===== src/core/zcdg_pkg.sv =====
// package of constants for the zero cross drive gating block
package zcdg_pkg;

  // ************************************************************
  // clock and open-loop pulse timing
  // ************************************************************
  localparam int unsigned CLK_HZ      = 40_000_000;
  localparam int unsigned NS_PER_SEC  = 1_000_000_000;
  localparam int unsigned CLK_NS      = NS_PER_SEC / CLK_HZ;
  localparam int unsigned OL_PULSES   = 4;
  localparam int unsigned OL_OFF_MULT = 3;
  // on-times in microseconds, first to fourth pulse
  localparam int unsigned OL_TON1_US  = 1;
  localparam int unsigned OL_TON2_US  = 2;
  localparam int unsigned OL_TON3_US  = 4;
  localparam int unsigned OL_TON4_US  = 6;
  localparam int unsigned OL_TON1_CYC = OL_TON1_US * 1000 / CLK_NS;
  localparam int unsigned OL_TON2_CYC = OL_TON2_US * 1000 / CLK_NS;
  localparam int unsigned OL_TON3_CYC = OL_TON3_US * 1000 / CLK_NS;
  localparam int unsigned OL_TON4_CYC = OL_TON4_US * 1000 / CLK_NS;
  localparam int unsigned OL_CNT_W    = 10;

  // ************************************************************
  // reset values
  // ************************************************************
  localparam logic GATE_RST = 1'b0;
  localparam logic DRV_RST  = 1'b0;

  // ************************************************************
  // sequencer states
  // ************************************************************
  typedef enum logic [1:0] {
    ZCDG_IDLE = 2'b00,
    ZCDG_ON   = 2'b01,
    ZCDG_OFF  = 2'b10
  } zcdg_state_t;

endpackage


===== src/core/zcdg_gate.sv =====
// hysteresis gate for one drive class
`timescale 1ns/1ps
module zcdg_gate (
  input  wire logic i_clk,
  input  wire logic i_rst_n,
  input  wire logic i_above_start,
  input  wire logic i_below_stop,
  input  wire logic i_hold_off,
  output logic      o_enable
);
  import zcdg_pkg::*;

  logic enable_reg;

  // hold state between the levels so sense noise cannot chatter the drive
  always_ff @(posedge i_clk or negedge i_rst_n) begin
    if (!i_rst_n) begin
      enable_reg <= GATE_RST;
    end else if (i_hold_off || i_below_stop) begin
      enable_reg <= 1'b0;
    end else if (i_above_start) begin
      enable_reg <= 1'b1;
    end
  end

  assign o_enable = enable_reg;
endmodule


===== src/core/zcdg_top.sv =====
// zero cross drive gating and open-loop pulse sequencer
`timescale 1ns/1ps
module zcdg_top #(
  parameter int unsigned CNT_W = zcdg_pkg::OL_CNT_W
) (
  input  wire logic i_clk,
  input  wire logic i_rst_n,
  input  wire logic i_polarity,
  input  wire logic i_primary_above_start,
  input  wire logic i_primary_below_stop,
  input  wire logic i_sync_above_start,
  input  wire logic i_sync_below_stop,
  input  wire logic i_slow_above_start,
  input  wire logic i_slow_below_stop,
  input  wire logic i_duty_pwm,
  output logic      o_fast_leg_low_drive,
  output logic      o_fast_leg_high_drive,
  output logic      o_sync_low_drive,
  output logic      o_sync_high_drive,
  output logic      o_slow_low_drive,
  output logic      o_slow_high_drive,
  output logic      o_sense_blank,
  output logic      o_open_loop_active
);
  import zcdg_pkg::*;

  // ************************************************************
  // polarity edge detect
  // ************************************************************
  logic        pol_reg;
  logic        pol_valid_reg;
  logic        pol_rise;
  logic        pol_fall;

  // first sample after reset only seeds the history, it is no edge
  always_ff @(posedge i_clk or negedge i_rst_n) begin
    if (!i_rst_n) begin
      pol_reg       <= 1'b0;
      pol_valid_reg <= 1'b0;
    end else begin
      pol_reg       <= i_polarity;
      pol_valid_reg <= 1'b1;
    end
  end

  assign pol_rise = pol_valid_reg && i_polarity && !pol_reg;
  assign pol_fall = pol_valid_reg && !i_polarity && pol_reg;

  // ************************************************************
  // open-loop pulse sequencer
  // ************************************************************
  zcdg_state_t      state_reg;
  logic [1:0]       pulse_idx_reg;
  logic [CNT_W-1:0] cnt_reg;
  logic             to_low_reg;
  logic [CNT_W-1:0] ton_cyc;
  logic [CNT_W-1:0] toff_cyc;
  logic             pol_edge;
  logic             on_done;
  logic             off_done;
  logic             last_pulse;
  logic             ol_busy;

  assign pol_edge = pol_rise || pol_fall;

  // on-time lookup, counts derived from the core clock
  always_comb begin
    case (pulse_idx_reg)
      2'h0:    ton_cyc = CNT_W'(OL_TON1_CYC);
      2'h1:    ton_cyc = CNT_W'(OL_TON2_CYC);
      2'h2:    ton_cyc = CNT_W'(OL_TON3_CYC);
      default: ton_cyc = CNT_W'(OL_TON4_CYC);
    endcase
  end

  // fixed off to on ratio keeps the duty equal over all pulses
  assign toff_cyc   = CNT_W'(OL_OFF_MULT * ton_cyc);
  assign on_done    = (cnt_reg >= ton_cyc);
  assign off_done   = (cnt_reg >= toff_cyc);
  assign last_pulse = (pulse_idx_reg == 2'(OL_PULSES - 1));

  // a new edge restarts the sequence, even mid-sequence
  always_ff @(posedge i_clk or negedge i_rst_n) begin
    if (!i_rst_n) begin
      state_reg <= ZCDG_IDLE;
    end else if (pol_edge) begin
      state_reg <= ZCDG_ON;
    end else begin
      case (state_reg)
        ZCDG_IDLE: begin
          state_reg <= ZCDG_IDLE;
        end
        ZCDG_ON: begin
          if (on_done) begin
            state_reg <= ZCDG_OFF;
          end
        end
        ZCDG_OFF: begin
          if (off_done && last_pulse) begin
            state_reg <= ZCDG_IDLE;
          end else if (off_done) begin
            state_reg <= ZCDG_ON;
          end
        end
        default: begin
          state_reg <= ZCDG_IDLE;
        end
      endcase
    end
  end

  // pulse index only advances as an off-time ends
  always_ff @(posedge i_clk or negedge i_rst_n) begin
    if (!i_rst_n) begin
      pulse_idx_reg <= 2'h0;
    end else if (pol_edge) begin
      pulse_idx_reg <= 2'h0;
    end else if (state_reg == ZCDG_OFF && off_done && !last_pulse) begin
      pulse_idx_reg <= pulse_idx_reg + 2'h1;
    end
  end

  // count starts at one, so a phase of n cycles ends as it reaches n
  always_ff @(posedge i_clk or negedge i_rst_n) begin
    if (!i_rst_n) begin
      cnt_reg <= '0;
    end else if (pol_edge) begin
      cnt_reg <= CNT_W'(1);
    end else if (state_reg == ZCDG_IDLE) begin
      cnt_reg <= '0;
    end else if ((state_reg == ZCDG_ON && on_done) || (state_reg == ZCDG_OFF && off_done)) begin
      cnt_reg <= CNT_W'(1);
    end else begin
      cnt_reg <= cnt_reg + CNT_W'(1);
    end
  end

  // low fast switch on entry to a positive half, high on a negative one
  always_ff @(posedge i_clk or negedge i_rst_n) begin
    if (!i_rst_n) begin
      to_low_reg <= 1'b0;
    end else if (pol_edge) begin
      to_low_reg <= pol_rise;
    end
  end

  assign ol_busy = (state_reg != ZCDG_IDLE);

  // ************************************************************
  // class gates
  // ************************************************************
  logic primary_en;
  logic sync_en;
  logic slow_en;

  // same comparator flags serve both half cycles: magnitude is rectified
  zcdg_gate u_primary_gate (
    .i_clk         (i_clk),
    .i_rst_n       (i_rst_n),
    .i_above_start (i_primary_above_start),
    .i_below_stop  (i_primary_below_stop),
    .i_hold_off    (ol_busy),
    .o_enable      (primary_en)
  );

  zcdg_gate u_sync_gate (
    .i_clk         (i_clk),
    .i_rst_n       (i_rst_n),
    .i_above_start (i_sync_above_start),
    .i_below_stop  (i_sync_below_stop),
    .i_hold_off    (ol_busy),
    .o_enable      (sync_en)
  );

  // held off during pulses; re-enables on its own level afterwards
  zcdg_gate u_slow_gate (
    .i_clk         (i_clk),
    .i_rst_n       (i_rst_n),
    .i_above_start (i_slow_above_start),
    .i_below_stop  (i_slow_below_stop),
    .i_hold_off    (ol_busy),
    .o_enable      (slow_en)
  );

  // ************************************************************
  // slow-leg once-per-half lock
  // ************************************************************
  logic slow_seen_reg;
  logic slow_spent_reg;

  // re-arming within a half would let sense noise switch the slow leg twice
  always_ff @(posedge i_clk or negedge i_rst_n) begin
    if (!i_rst_n) begin
      slow_seen_reg <= 1'b0;
    end else if (pol_edge) begin
      slow_seen_reg <= 1'b0;
    end else if (slow_en && !ol_busy) begin
      slow_seen_reg <= 1'b1;
    end
  end

  always_ff @(posedge i_clk or negedge i_rst_n) begin
    if (!i_rst_n) begin
      slow_spent_reg <= 1'b0;
    end else if (pol_edge) begin
      slow_spent_reg <= 1'b0;
    end else if (slow_seen_reg && !slow_en) begin
      slow_spent_reg <= 1'b1;
    end
  end

  // ************************************************************
  // drive steering, all outputs registered
  // ************************************************************
  logic ol_pulse;
  logic duty_on;
  logic sync_on;
  logic slow_on;

  assign ol_pulse = (state_reg == ZCDG_ON);
  assign duty_on  = primary_en && i_duty_pwm;
  assign sync_on  = sync_en && primary_en && !i_duty_pwm;
  assign slow_on  = slow_en && !slow_spent_reg;

  // positive half: low fast switch is duty-controlled, high is sync
  // fast leg: open-loop pulses replace the duty command while they run
  always_ff @(posedge i_clk or negedge i_rst_n) begin
    if (!i_rst_n) begin
      o_fast_leg_low_drive  <= DRV_RST;
      o_fast_leg_high_drive <= DRV_RST;
    end else if (ol_busy) begin
      o_fast_leg_low_drive  <= ol_pulse && to_low_reg;
      o_fast_leg_high_drive <= ol_pulse && !to_low_reg;
    end else begin
      o_fast_leg_low_drive  <= pol_reg && duty_on;
      o_fast_leg_high_drive <= !pol_reg && duty_on;
    end
  end

  // sync drive sits on the switch opposite the duty switch
  always_ff @(posedge i_clk or negedge i_rst_n) begin
    if (!i_rst_n) begin
      o_sync_low_drive  <= DRV_RST;
      o_sync_high_drive <= DRV_RST;
    end else if (ol_busy) begin
      o_sync_low_drive  <= 1'b0;
      o_sync_high_drive <= 1'b0;
    end else begin
      o_sync_high_drive <= pol_reg && sync_on;
      o_sync_low_drive  <= !pol_reg && sync_on;
    end
  end

  // slow leg: low switch conducts through a positive half
  always_ff @(posedge i_clk or negedge i_rst_n) begin
    if (!i_rst_n) begin
      o_slow_low_drive  <= DRV_RST;
      o_slow_high_drive <= DRV_RST;
    end else if (ol_busy) begin
      o_slow_low_drive  <= 1'b0;
      o_slow_high_drive <= 1'b0;
    end else begin
      o_slow_low_drive  <= pol_reg && slow_on;
      o_slow_high_drive <= !pol_reg && slow_on;
    end
  end

  // blank covers the whole sequence, off-times included
  always_ff @(posedge i_clk or negedge i_rst_n) begin
    if (!i_rst_n) begin
      o_sense_blank <= 1'b0;
    end else begin
      o_sense_blank <= ol_busy;
    end
  end

  always_ff @(posedge i_clk or negedge i_rst_n) begin
    if (!i_rst_n) begin
      o_open_loop_active <= 1'b0;
    end else begin
      o_open_loop_active <= ol_busy;
    end
  end
endmodule


===== config.mk =====
export PLATFORM = sky130hd
export DESIGN_NAME = zcdg_top
export DESIGN_NICKNAME = d
export VERILOG_FILES = /design/src/core/zcdg_pkg.sv /design/src/core/zcdg_gate.sv /design/src/core/zcdg_top.sv
export SDC_FILE = /design/constraint.sdc
export NUM_CORES = 1
export LEC_CHECK = 0
export ABC_AREA = 1
export BUFFER_PORTS_ARGS = -buffer_cell sky130_fd_sc_hd__buf_2
export CAP_MARGIN = 20
export CORE_ASPECT_RATIO = 1.2
export CORE_UTILIZATION = 40
export CTS_BUF_LIST = sky130_fd_sc_hd__clkbuf_2
export DETAILED_ROUTE_END_ITERATION = 7
export SYNTH_ARGS = -nofsm -noshare
export SYNTH_HDL_FRONTEND = slang
export SYNTH_SLANG_ARGS = --single-unit

===== constraint.sdc =====
create_clock -name i_clk -period 3.2 [get_ports i_clk]
set_input_delay 0.48 -clock i_clk [delete_from_list [all_inputs] [get_ports i_clk]]
set_output_delay 0.48 -clock i_clk [all_outputs]
set_load 0.05 [all_outputs]

## Yosys cells after proc, flatten, opt, wreduce, memory -nomap -nowiden

Index checks and enable logic that the tools add are counted.
W data, S select, Z words.

- Register bits after elaboration: 29
- Logic and storage cells: 102
- Output and inout port bits: 8
- Input bits: 10

- Reduce and logical (&&, ||, !) cells: 45
- Magnitude comparators: 2
- Equality and inequality tests: 7
- Multipliers: 1
- Multiplexer cells: 27
- Add/subtract/negate cells: 2

Operators with widths:

| kind | number |
|---|---|
| $mux W10 | 3 |
| $pmux W8 S3 | 1 |
| $logic_and A1 B1 Y1 | 22 |
| $ge A10 B10 Y1 | 2 |
| $mux W1 | 16 |
| $reduce_bool A2 Y1 | 7 |
| $mux W2 | 6 |
| $add A10 B1 Y10 const B | 1 |
| $mul A2 B10 Y10 const A | 1 |
| $logic_not A1 Y1 | 8 |
| $eq A2 B2 Y1 const B | 3 |
| $logic_or A1 B1 Y1 | 5 |
| $eq A2 B1 Y1 const B | 2 |
| $logic_not A2 Y1 | 2 |
| $ne A4 B4 Y1 const B | 1 |
| $pmux W2 S2 | 1 |
| $ne A3 B3 Y1 const B | 1 |
| $add A2 B1 Y2 const B | 1 |
| $reduce_and A2 Y1 | 1 |

## Depth between registers and ports, before layout

Gate-level depths: netlist of the first run.

- Depth in word-level cells: 9
- Gate-level depth with buffers: 14
- Gate-level depth less buffers: 14

## By module

From an unflattened synthesis of the first run, not the netlist that was laid out.

- Cells, all modules: 202
- Area, all modules: 1692.9 um^2

By module, submodules not included:

| module | area an instance (um^2) | seq. area each (um^2) | cells each | instances |
|---|---|---|---|---|
| zcdg_top | 1561.5 | 650.6 | 184 | 1 |
| zcdg_gate | 43.8 | 25.0 | 6 | 3 |

## Least setup slack after synthesis of the first run

OpenSTA, ideal clock, no wires.

- Path kind: register to register
- Start point: register pulse_idx_reg[1]
- End point: register pulse_idx_reg[0]
- Library setup time: 128 ps
- Period minus slack after synthesis: 1784 ps
- Data required time: 3072 ps
- Arrival time: 1657 ps
- Slack: 1416 ps
- Buffers on the path: 0
- Cell stages (with the launch flop): 10
- Path through: dfrtp_1 ha_1 inv_1 ha_1 nand2_1 o21a_1 nand2_1 nand2_1 o21ai_0 o21ai_0

- Cells in the longest elaborated chain, start to end: 7
- Elaborated cells on any way between the ends: 11
- Classes of those cells: mul: 1; order compare: 1; eq/ne: 3; mux: 1; reduce/logical: 5

RTL lines:

| what | line | text |
|---|---|---|
| start: declaration | zcdg_top.sv:53 | `logic [1:0] pulse_idx_reg;` |
| start signal: assignment | zcdg_top.sv:119 | `pulse_idx_reg <= pulse_idx_reg + 2'h1;` |
| $eq A2 B2 Y1, or another cell as far along | zcdg_top.sv:68 | `case (pulse_idx_reg)` |
| $pmux W8 S3 | zcdg_top.sv:68 |  |
| $mul A2 B10 Y10 | zcdg_top.sv:77 | `assign toff_cyc = CNT_W'(OL_OFF_MULT * ton_cyc);` |
| $ge A10 B10 Y1 | zcdg_top.sv:79 | `assign off_done = (cnt_reg >= toff_cyc);` |
| $logic_and A1 B1 Y1 | zcdg_top.sv:118 | `end else if (state_reg == ZCDG_OFF && off_done && !last_pulse) begin` |
| $logic_and A1 B1 Y1 (*) | zcdg_top.sv:118 |  |
| $reduce_bool A2 Y1 (no line) (*) | n/a |  |

Every way passes the cells marked *; elsewhere a longest branch is shown, timed or not.
A chain may end at the register's enable or synchronous reset.

## Worst setup path in the final report of the first run

- Start point: register pulse_idx_reg[0]
- End point: register cnt_reg[7]

- Cells in the longest elaborated chain, start to end: 9
- Elaborated cells on any way between the ends: 13
- Classes of those cells: mul: 1; order compare: 2; eq/ne: 2; mux: 4; reduce/logical: 4

RTL lines:

| what | line | text |
|---|---|---|
| $eq A2 B2 Y1, or another cell as far along | zcdg_top.sv:68 |  |
| $pmux W8 S3 (*) | zcdg_top.sv:68 |  |
| $mul A2 B10 Y10 | zcdg_top.sv:77 |  |
| $ge A10 B10 Y1 | zcdg_top.sv:79 |  |
| $logic_and A1 B1 Y1 | zcdg_top.sv:131 | `end else if ((state_reg == ZCDG_ON && on_done) \|\| (state_reg == ZCDG_OFF && off_done)) begin` |
| $logic_or A1 B1 Y1 (*) | zcdg_top.sv:131 |  |
| $mux W10 (*) | zcdg_top.sv:131 |  |
| $mux W10 (*) | zcdg_top.sv:129 | `end else if (state_reg == ZCDG_IDLE) begin` |
| $mux W10 (*) | zcdg_top.sv:127 | `end else if (pol_edge) begin` |
| end signal: assignment | zcdg_top.sv:134 | `cnt_reg <= cnt_reg + CNT_W'(1);` |
| end: declaration | zcdg_top.sv:54 | `logic [CNT_W-1:0] cnt_reg;` |

Marked as above.

==> reports/results.tsv, run 1 <==
metric	value	unit
fin_crit_sh	64.25	%
final_util	47.11	%
areaGrowthSynthToFinish	12.85	%
synth_cells	186	
drt-wirelength-per-cell	10.92	um
grt_util_all_layers	16.68	%
die_h	72.26	um
cp_top_family	simple AND/OR/NAND/NOR gates	
largest_register_ff_count	10	
final_common_cell	nand2_1	
wl	2882	um
rsz0062_at_grt	false	
status	finished clean	
vias_per_cell	4.576	
grt_max_degree	30	
dp_hpwl	2251	um
p_leak	0.9585	nW
tns	0	ps
ys_seq_area_share	44.11	%
synth_fp_nets	217	
hold_violations	0	
synth_warnings	0	
r2r_start	pulse_idx_reg[0]$_DFFE_PN0P_	
htreeDepth	2	
synth_area	1645	um^2
gp_congestion	0.8176	
dieWidth	60.55	um
crit_fanout	9	
critPathLaunchType	flop	
row_count	25	
path_cells	inv_1, ha_1, ha_1, o21ai_0, nand3_1, nand2_1, nand2_1, nand2_1, nand3_4, nor2_1	
numCtsBuffers	5	
drive_gt1_share	17.14	%
place_inst	256	
grt_pass1_wl	5340	um
n_fill_cell	401	
diodes	0	
switchingPower	0.2111	mW
slew_headroom	58.11	%
path_clk_slew	160	ps
cts_post_setup_buffers_inserted	0	
critPathSlowestCell	dfrtp_1	
end_kind	flop	
powerDensity	408.0	nW/um^2
grt_pass1_vias	1275	
clkPwrFrac	34.4	%
hp-class	in -> async	
yosysUniqueCellTypes	26	
cts.sinks	29	
most-common-layout-cells	31 x nand2_1, 29 x dfrtp_1, 27 x nor2_1	
path_class	reg -> reg	
first_iter_violations	27	
postSynthAreaPerCell	8.846	um^2
seq_power_share	52.9	%
fp.coreArea	3941	um^2
clk_path_buf_depth	2	
antenna_found_initial	0	
multiInputGateArea	818.3	um^2
stdcell_count	264	
fin_crit	2056	ps
tightest_slew	628.3	ps
drt_pass1_iterations	4	
startpoint	pulse_idx_reg[0]$_DFFE_PN0P_	
ios	18	
vias	1208	
worst_slack	1144	ps
dieArea	4375	um^2
seq_area	725.7	um^2
p_sw_share	27.86	%
cpMostUsedCell	nand2_1	
p_int	0.5465	mW
drv_cap	0	
cts_resized	0	
finalSetupViolCount	0	
start_util	41.75	%
ir_drop	0.3819	mV
required	3490	ps
skew	21.52	ps
hold_buffers	0	
root_buffer	clkbuf_2	
ys_seq_elements	29	
drcViolationCount	0	
pre_cts_ws	1164	ps
io_buffers	17	
crit_arrival	2350	ps
grt_overflow_total	0	
pwr-share-comb	12.8	%
cts_tree	yes	
fin_nets	240	
slowest_delay	430	ps
ant_nets	0	
clk_latency	360	ps
fmax	0.4864	GHz
maxSlewViolCount	0	
crit_buf_inv	1	
-- power groups by stage --
stage / logic, mW / registers (mW) / clock network, mW
finish: 0.0969 / 0.400 / 0.260
global route: 0.110 / 0.404 / 0.290
CTS: 0.0992 / 0.401 / 0.273
detailed placement: 0.0985 / 0.408 / 0
global placement: 0.0977 / 0.408 / 0
floorplan: 0.0523 / 0.422 / 0
-- cell usage after synthesis --
cell type	number	area, um^2
a21boi_2	1	11.26
a21oi_1	4	20.02
buf_4	1	7.510
conb_1	1	3.750
dfrtp_1	29	725.7
ha_1	21	262.8
inv_1	24	90.09
inv_2	1	3.750
nand2_1	31	116.4
nand2_2	3	18.77
nand3_1	12	60.06
nand3_4	1	17.52
nand3b_1	2	15.01
nand4_1	1	6.260
nor2_1	27	101.4
nor2_2	3	18.77
nor3_1	4	20.02
nor3_2	1	10.01
nor4_1	1	6.260
o21a_1	1	7.510
o21ai_0	5	25.02
o21ai_2	1	8.760
o22ai_1	2	12.51
or2_2	1	6.260
xnor2_1	4	35.03
xor2_1	4	35.03
-- metrics by stage --
stage	hold slack, ps	power, mW	instance area [um^2]
2_1_floorplan	184.4	0.4745	1645
3_3_place_gp	470.8	0.5053	1790
3_5_place_dp	475.9	0.5064	1790
4_1_cts	118.7	0.7727	1857
5_1_grt	137.6	0.8045	1857
6_report	111.1	0.7576	1857
-- final timing paths --
check	to	depth (start not counted)	slack, ps
setup / recovery	cnt_reg[7]$_DFF_PN0_	10	1140
hold / removal	o_open_loop_active$_DFF_PN0_	1	110
setup reg to reg	cnt_reg[7]$_DFF_PN0_	10	1140
hold reg to reg	o_fast_leg_high_drive$_DFF_PN0_	1	490
max in group asynchronous	slow_seen_reg$_DFFE_PN0P_	1	2660
min in group i_clk	u_primary_gate.o_enable$_DFFE_PN0P_	2	250
-- cell families (layout without fill, tap and decap cells) --
family	after synthesis	count (layout)	share of synthesized area, %
buffers and inverters	26	50	6.160
adders and majority gates	21	21	15.97
AOI/OAI and AO/OA	14	14	5.171
xor gates and xnor gates	8	8	4.258
and+or+nand+nor	87	87	24.11
DFF	29	29	44.11
other	1	1	0.2279
-- worst reg2reg max path, stage by stage, from the launching register on --
cell and delay (ps):
dfrtp_1 430, inv_1 120, ha_1 260, ha_1 300, o21ai_0 160, nand3_1 120, nand2_1 90, nand2_1 60
nand2_1 150, nand3_4 160, nor2_1 130
-- per-layer routing --
metal  vias to the layer above  part of all wire (%)  track usage, %
li1                        636                     -               -
met1                       551                    44           18.53
met2                        14                    50           28.82
met3                         7                   3.0           4.278
met4                         0                   2.7           8.333
met5                         -                     0               0
-- cell type report --
cell class	instances	area share [%]
Multi-Input combinational cell	131	44.07
Timing Repair Buffer	17	4.582
Sequential cell	29	39.08
Tap cell	54	3.639
Inverter	25	5.054
Clock inverter	3	2.224
Clock buffer	5	1.348
Note: power is estimated with default switching activity, not from simulation.
==> run 2, diff against run 1 <==
- clock period: 3.2 -> 1.7 ns (I/O delays scaled with it)
==> run 2 against run 1 <==
The run now ends with setup timing left. Core utilization increased by 8.4 points. Sequential cell count unchanged. Sequential power increased by 88%. First-iteration DRC count increased by 15%. Worst hold slack improved by 29 ps. Non-clock buffer count increased by 16. Clock power increased by 35%. Die area unchanged. Design area increased by 18%. Via count increased by 9.2%. Critical path depth increased by 2. Maximum frequency increased by 8.2%. Critical endpoint is now state_reg[1]$_DFFE_PN0P_. Largest cell class unchanged.
==> reports/results.tsv, run 2 (same netlist as run 1, synthesis figures left out) <==
metric	value	unit	change
hold_violations	0		unchanged
first_iter_violations	31		was 27
worst_slack	-200.6	ps	was 1144 ps
final_util	55.56	%	was 47.11%
fin_nets	257		was 240
drv_cap	0		unchanged
dieWidth	60.55	um	unchanged
required	1990	ps	was 3490 ps
tightest_slew	620.4	ps	was 628.3 ps
fin_crit_sh	111.8	%	was 64.25%
path_class	reg -> reg		unchanged
p_leak	1.058	nW	was 0.9585 nW
rsz0062_at_grt	true		was false
dieArea	4375	um^2	unchanged
hp-class	in -> reg		was in -> async
r2r_cells	12		was 10
skew	19.30	ps	was 21.52 ps
grt_pass1_wl	5609	um	was 5340 um
ir_drop	0.4626	mV	was 0.3819 mV
io_buffers	17		unchanged
grt_max_degree	30		unchanged
drt-wirelength-per-cell	12.08	um	was 10.92 um
ant_nets	0		unchanged
numCtsBuffers	5		unchanged
path_clk_slew	150	ps	was 160 ps
finalSetupViolCount	14		was 0
grt_overflow_total	0		unchanged
tns	-2069	ps	was 0 ps
dp_hpwl	2298	um	was 2251 um
failed_checks	setup timing		
crit_fanout	5		was 9
critPathLaunchType	flop		unchanged
clk_path_buf_depth	2		unchanged
maxSlewViolCount	0		unchanged
grt_pass1_vias	1309		was 1275
crit_arrival	2190	ps	was 2350 ps
fin_crit	1901	ps	was 2056 ps
cts.sinks	29		unchanged
wl	3394	um	was 2882 um
fmax	0.5262	GHz	was 0.4864 GHz
post_dp_cell_area	1861	um^2	was 1790 um^2
drcViolationCount	0		unchanged
areaGrowthSynthToFinish	33.08	%	was 12.85%
slew_headroom	58.64	%	was 58.11%
pre_cts_ws	-184.6	ps	was 1164 ps
grt_util_all_layers	17.58	%	was 16.68%
ios	18		unchanged
largest_register_ff_count	10		unchanged
place_inst	263		was 256
status	finished, violations left		was finished clean
htreeDepth	2		unchanged
die_h	72.26	um	unchanged
most-common-layout-cells	27 x dfrtp_1, 25 x nand2_1, 22 x nor2_1		was 31 x nand2_1, 29 x dfrtp_1, 27 x nor2_1
drive_gt1_share	35.24	%	was 17.14%
diodes	0		unchanged
drt_pass1_iterations	4		unchanged
final_common_cell	dfrtp_1		was nand2_1
antenna_found_initial	0		unchanged
vias_per_cell	4.694		was 4.576
cts_tree	yes		unchanged
hold_depth	3		
fp.coreArea	3941	um^2	unchanged
powerDensity	597.2	nW/um^2	was 408.0 nW/um^2
n_fill_cell	359		was 401
start_util	41.75	%	unchanged
end_kind	flop		unchanged
clk_latency	360	ps	about the same
vias	1319		was 1208
root_buffer	clkbuf_2		unchanged
row_count	25		unchanged
gp_congestion	0.8253		was 0.8176
stdcell_count	281		was 264
stdcell_area	2190	um^2	was 1857 um^2
==> run 2: worst max-delay path: stages, from the launching register on <==
cell and delay (ps):
dfrtp_2 510, inv_2 90, ha_1 250, ha_1 290
inv_1 30, nor2_1 90, nand2_1 50, nand2_1 50
nand2_1 50, nand2_2 100, nand2_2 90, buf_6 120
a21boi_2 110
==> run 2: timing repair <==
item	CTS	global route
pin swaps	4	16
buffers inserted	2	2
resized for setup	16	24
setup endpoints to repair	14	14
hold endpoints to repair	30	3
gates cloned	1	0
hold buffers	2	3
==> run 2: worst paths after layout <==
kind | slack, ps | startpoint | endpoint
max | -200 | pulse_idx_reg[1]$_DFFE_PN0P_ | state_reg[1]$_DFFE_PN0P_
min | 140 | i_slow_above_start | u_slow_gate.o_enable$_DFFE_PN0P_
max reg2reg | -200 | pulse_idx_reg[1]$_DFFE_PN0P_ | state_reg[1]$_DFFE_PN0P_
min reg2reg | 510 | to_low_reg$_DFFE_PN0P_ | o_fast_leg_high_drive$_DFF_PN0_
max in group asynchronous | 820 | i_rst_n | pulse_idx_reg[1]$_DFFE_PN0P_
min in group asynchronous | 420 | i_rst_n | cnt_reg[7]$_DFF_PN0_
==> run 2: layout make-up <==
type | count | area (um^2) | share of cell area, %
multi-input combinational | 132 | 1031 | 47.09
sequential | 29 | 728.2 | 33.26
timing repair buffer | 33 | 221.5 | 10.11
inverter | 25 | 98.84 | 4.514
tap | 54 | 67.56 | 3.086
clock buffer | 5 | 25.02 | 1.143
clock inverter | 3 | 17.52 | 0.8000
==> run 2: routing by layer <==
| layer | share of wire [%] | GRT usage (%) | up-vias |
|---|---|---|---|
| met5 | 0 | 0 | - |
| met3 | 2.8 | 4.813 | 7 |
| li1 | - | - | 670 |
| met1 | 44 | 20.41 | 623 |
| met4 | 2.2 | 6.818 | 0 |
| met2 | 51 | 30.16 | 19 |
==> run 2: through the flow <==
step / hold slack (ps) / power [mW]
2_1_floorplan: -40.59 / 0.8934
3_3_place_gp: 315.8 / 0.9495
6_report: 140.0 / 1.308
5_1_grt: 125.6 / 1.382
4_1_cts: 4.186 / 1.313
3_5_place_dp: 323.8 / 0.9498
==> run 2: where the power goes <==
group	leakage [nW]	total, mW	switching [mW]	internal [mW]
combinational	0.644	0.202	0.135	0.0669
clock	0.0304	0.351	0.254	0.0971
sequential	0.384	0.754	0.0241	0.730
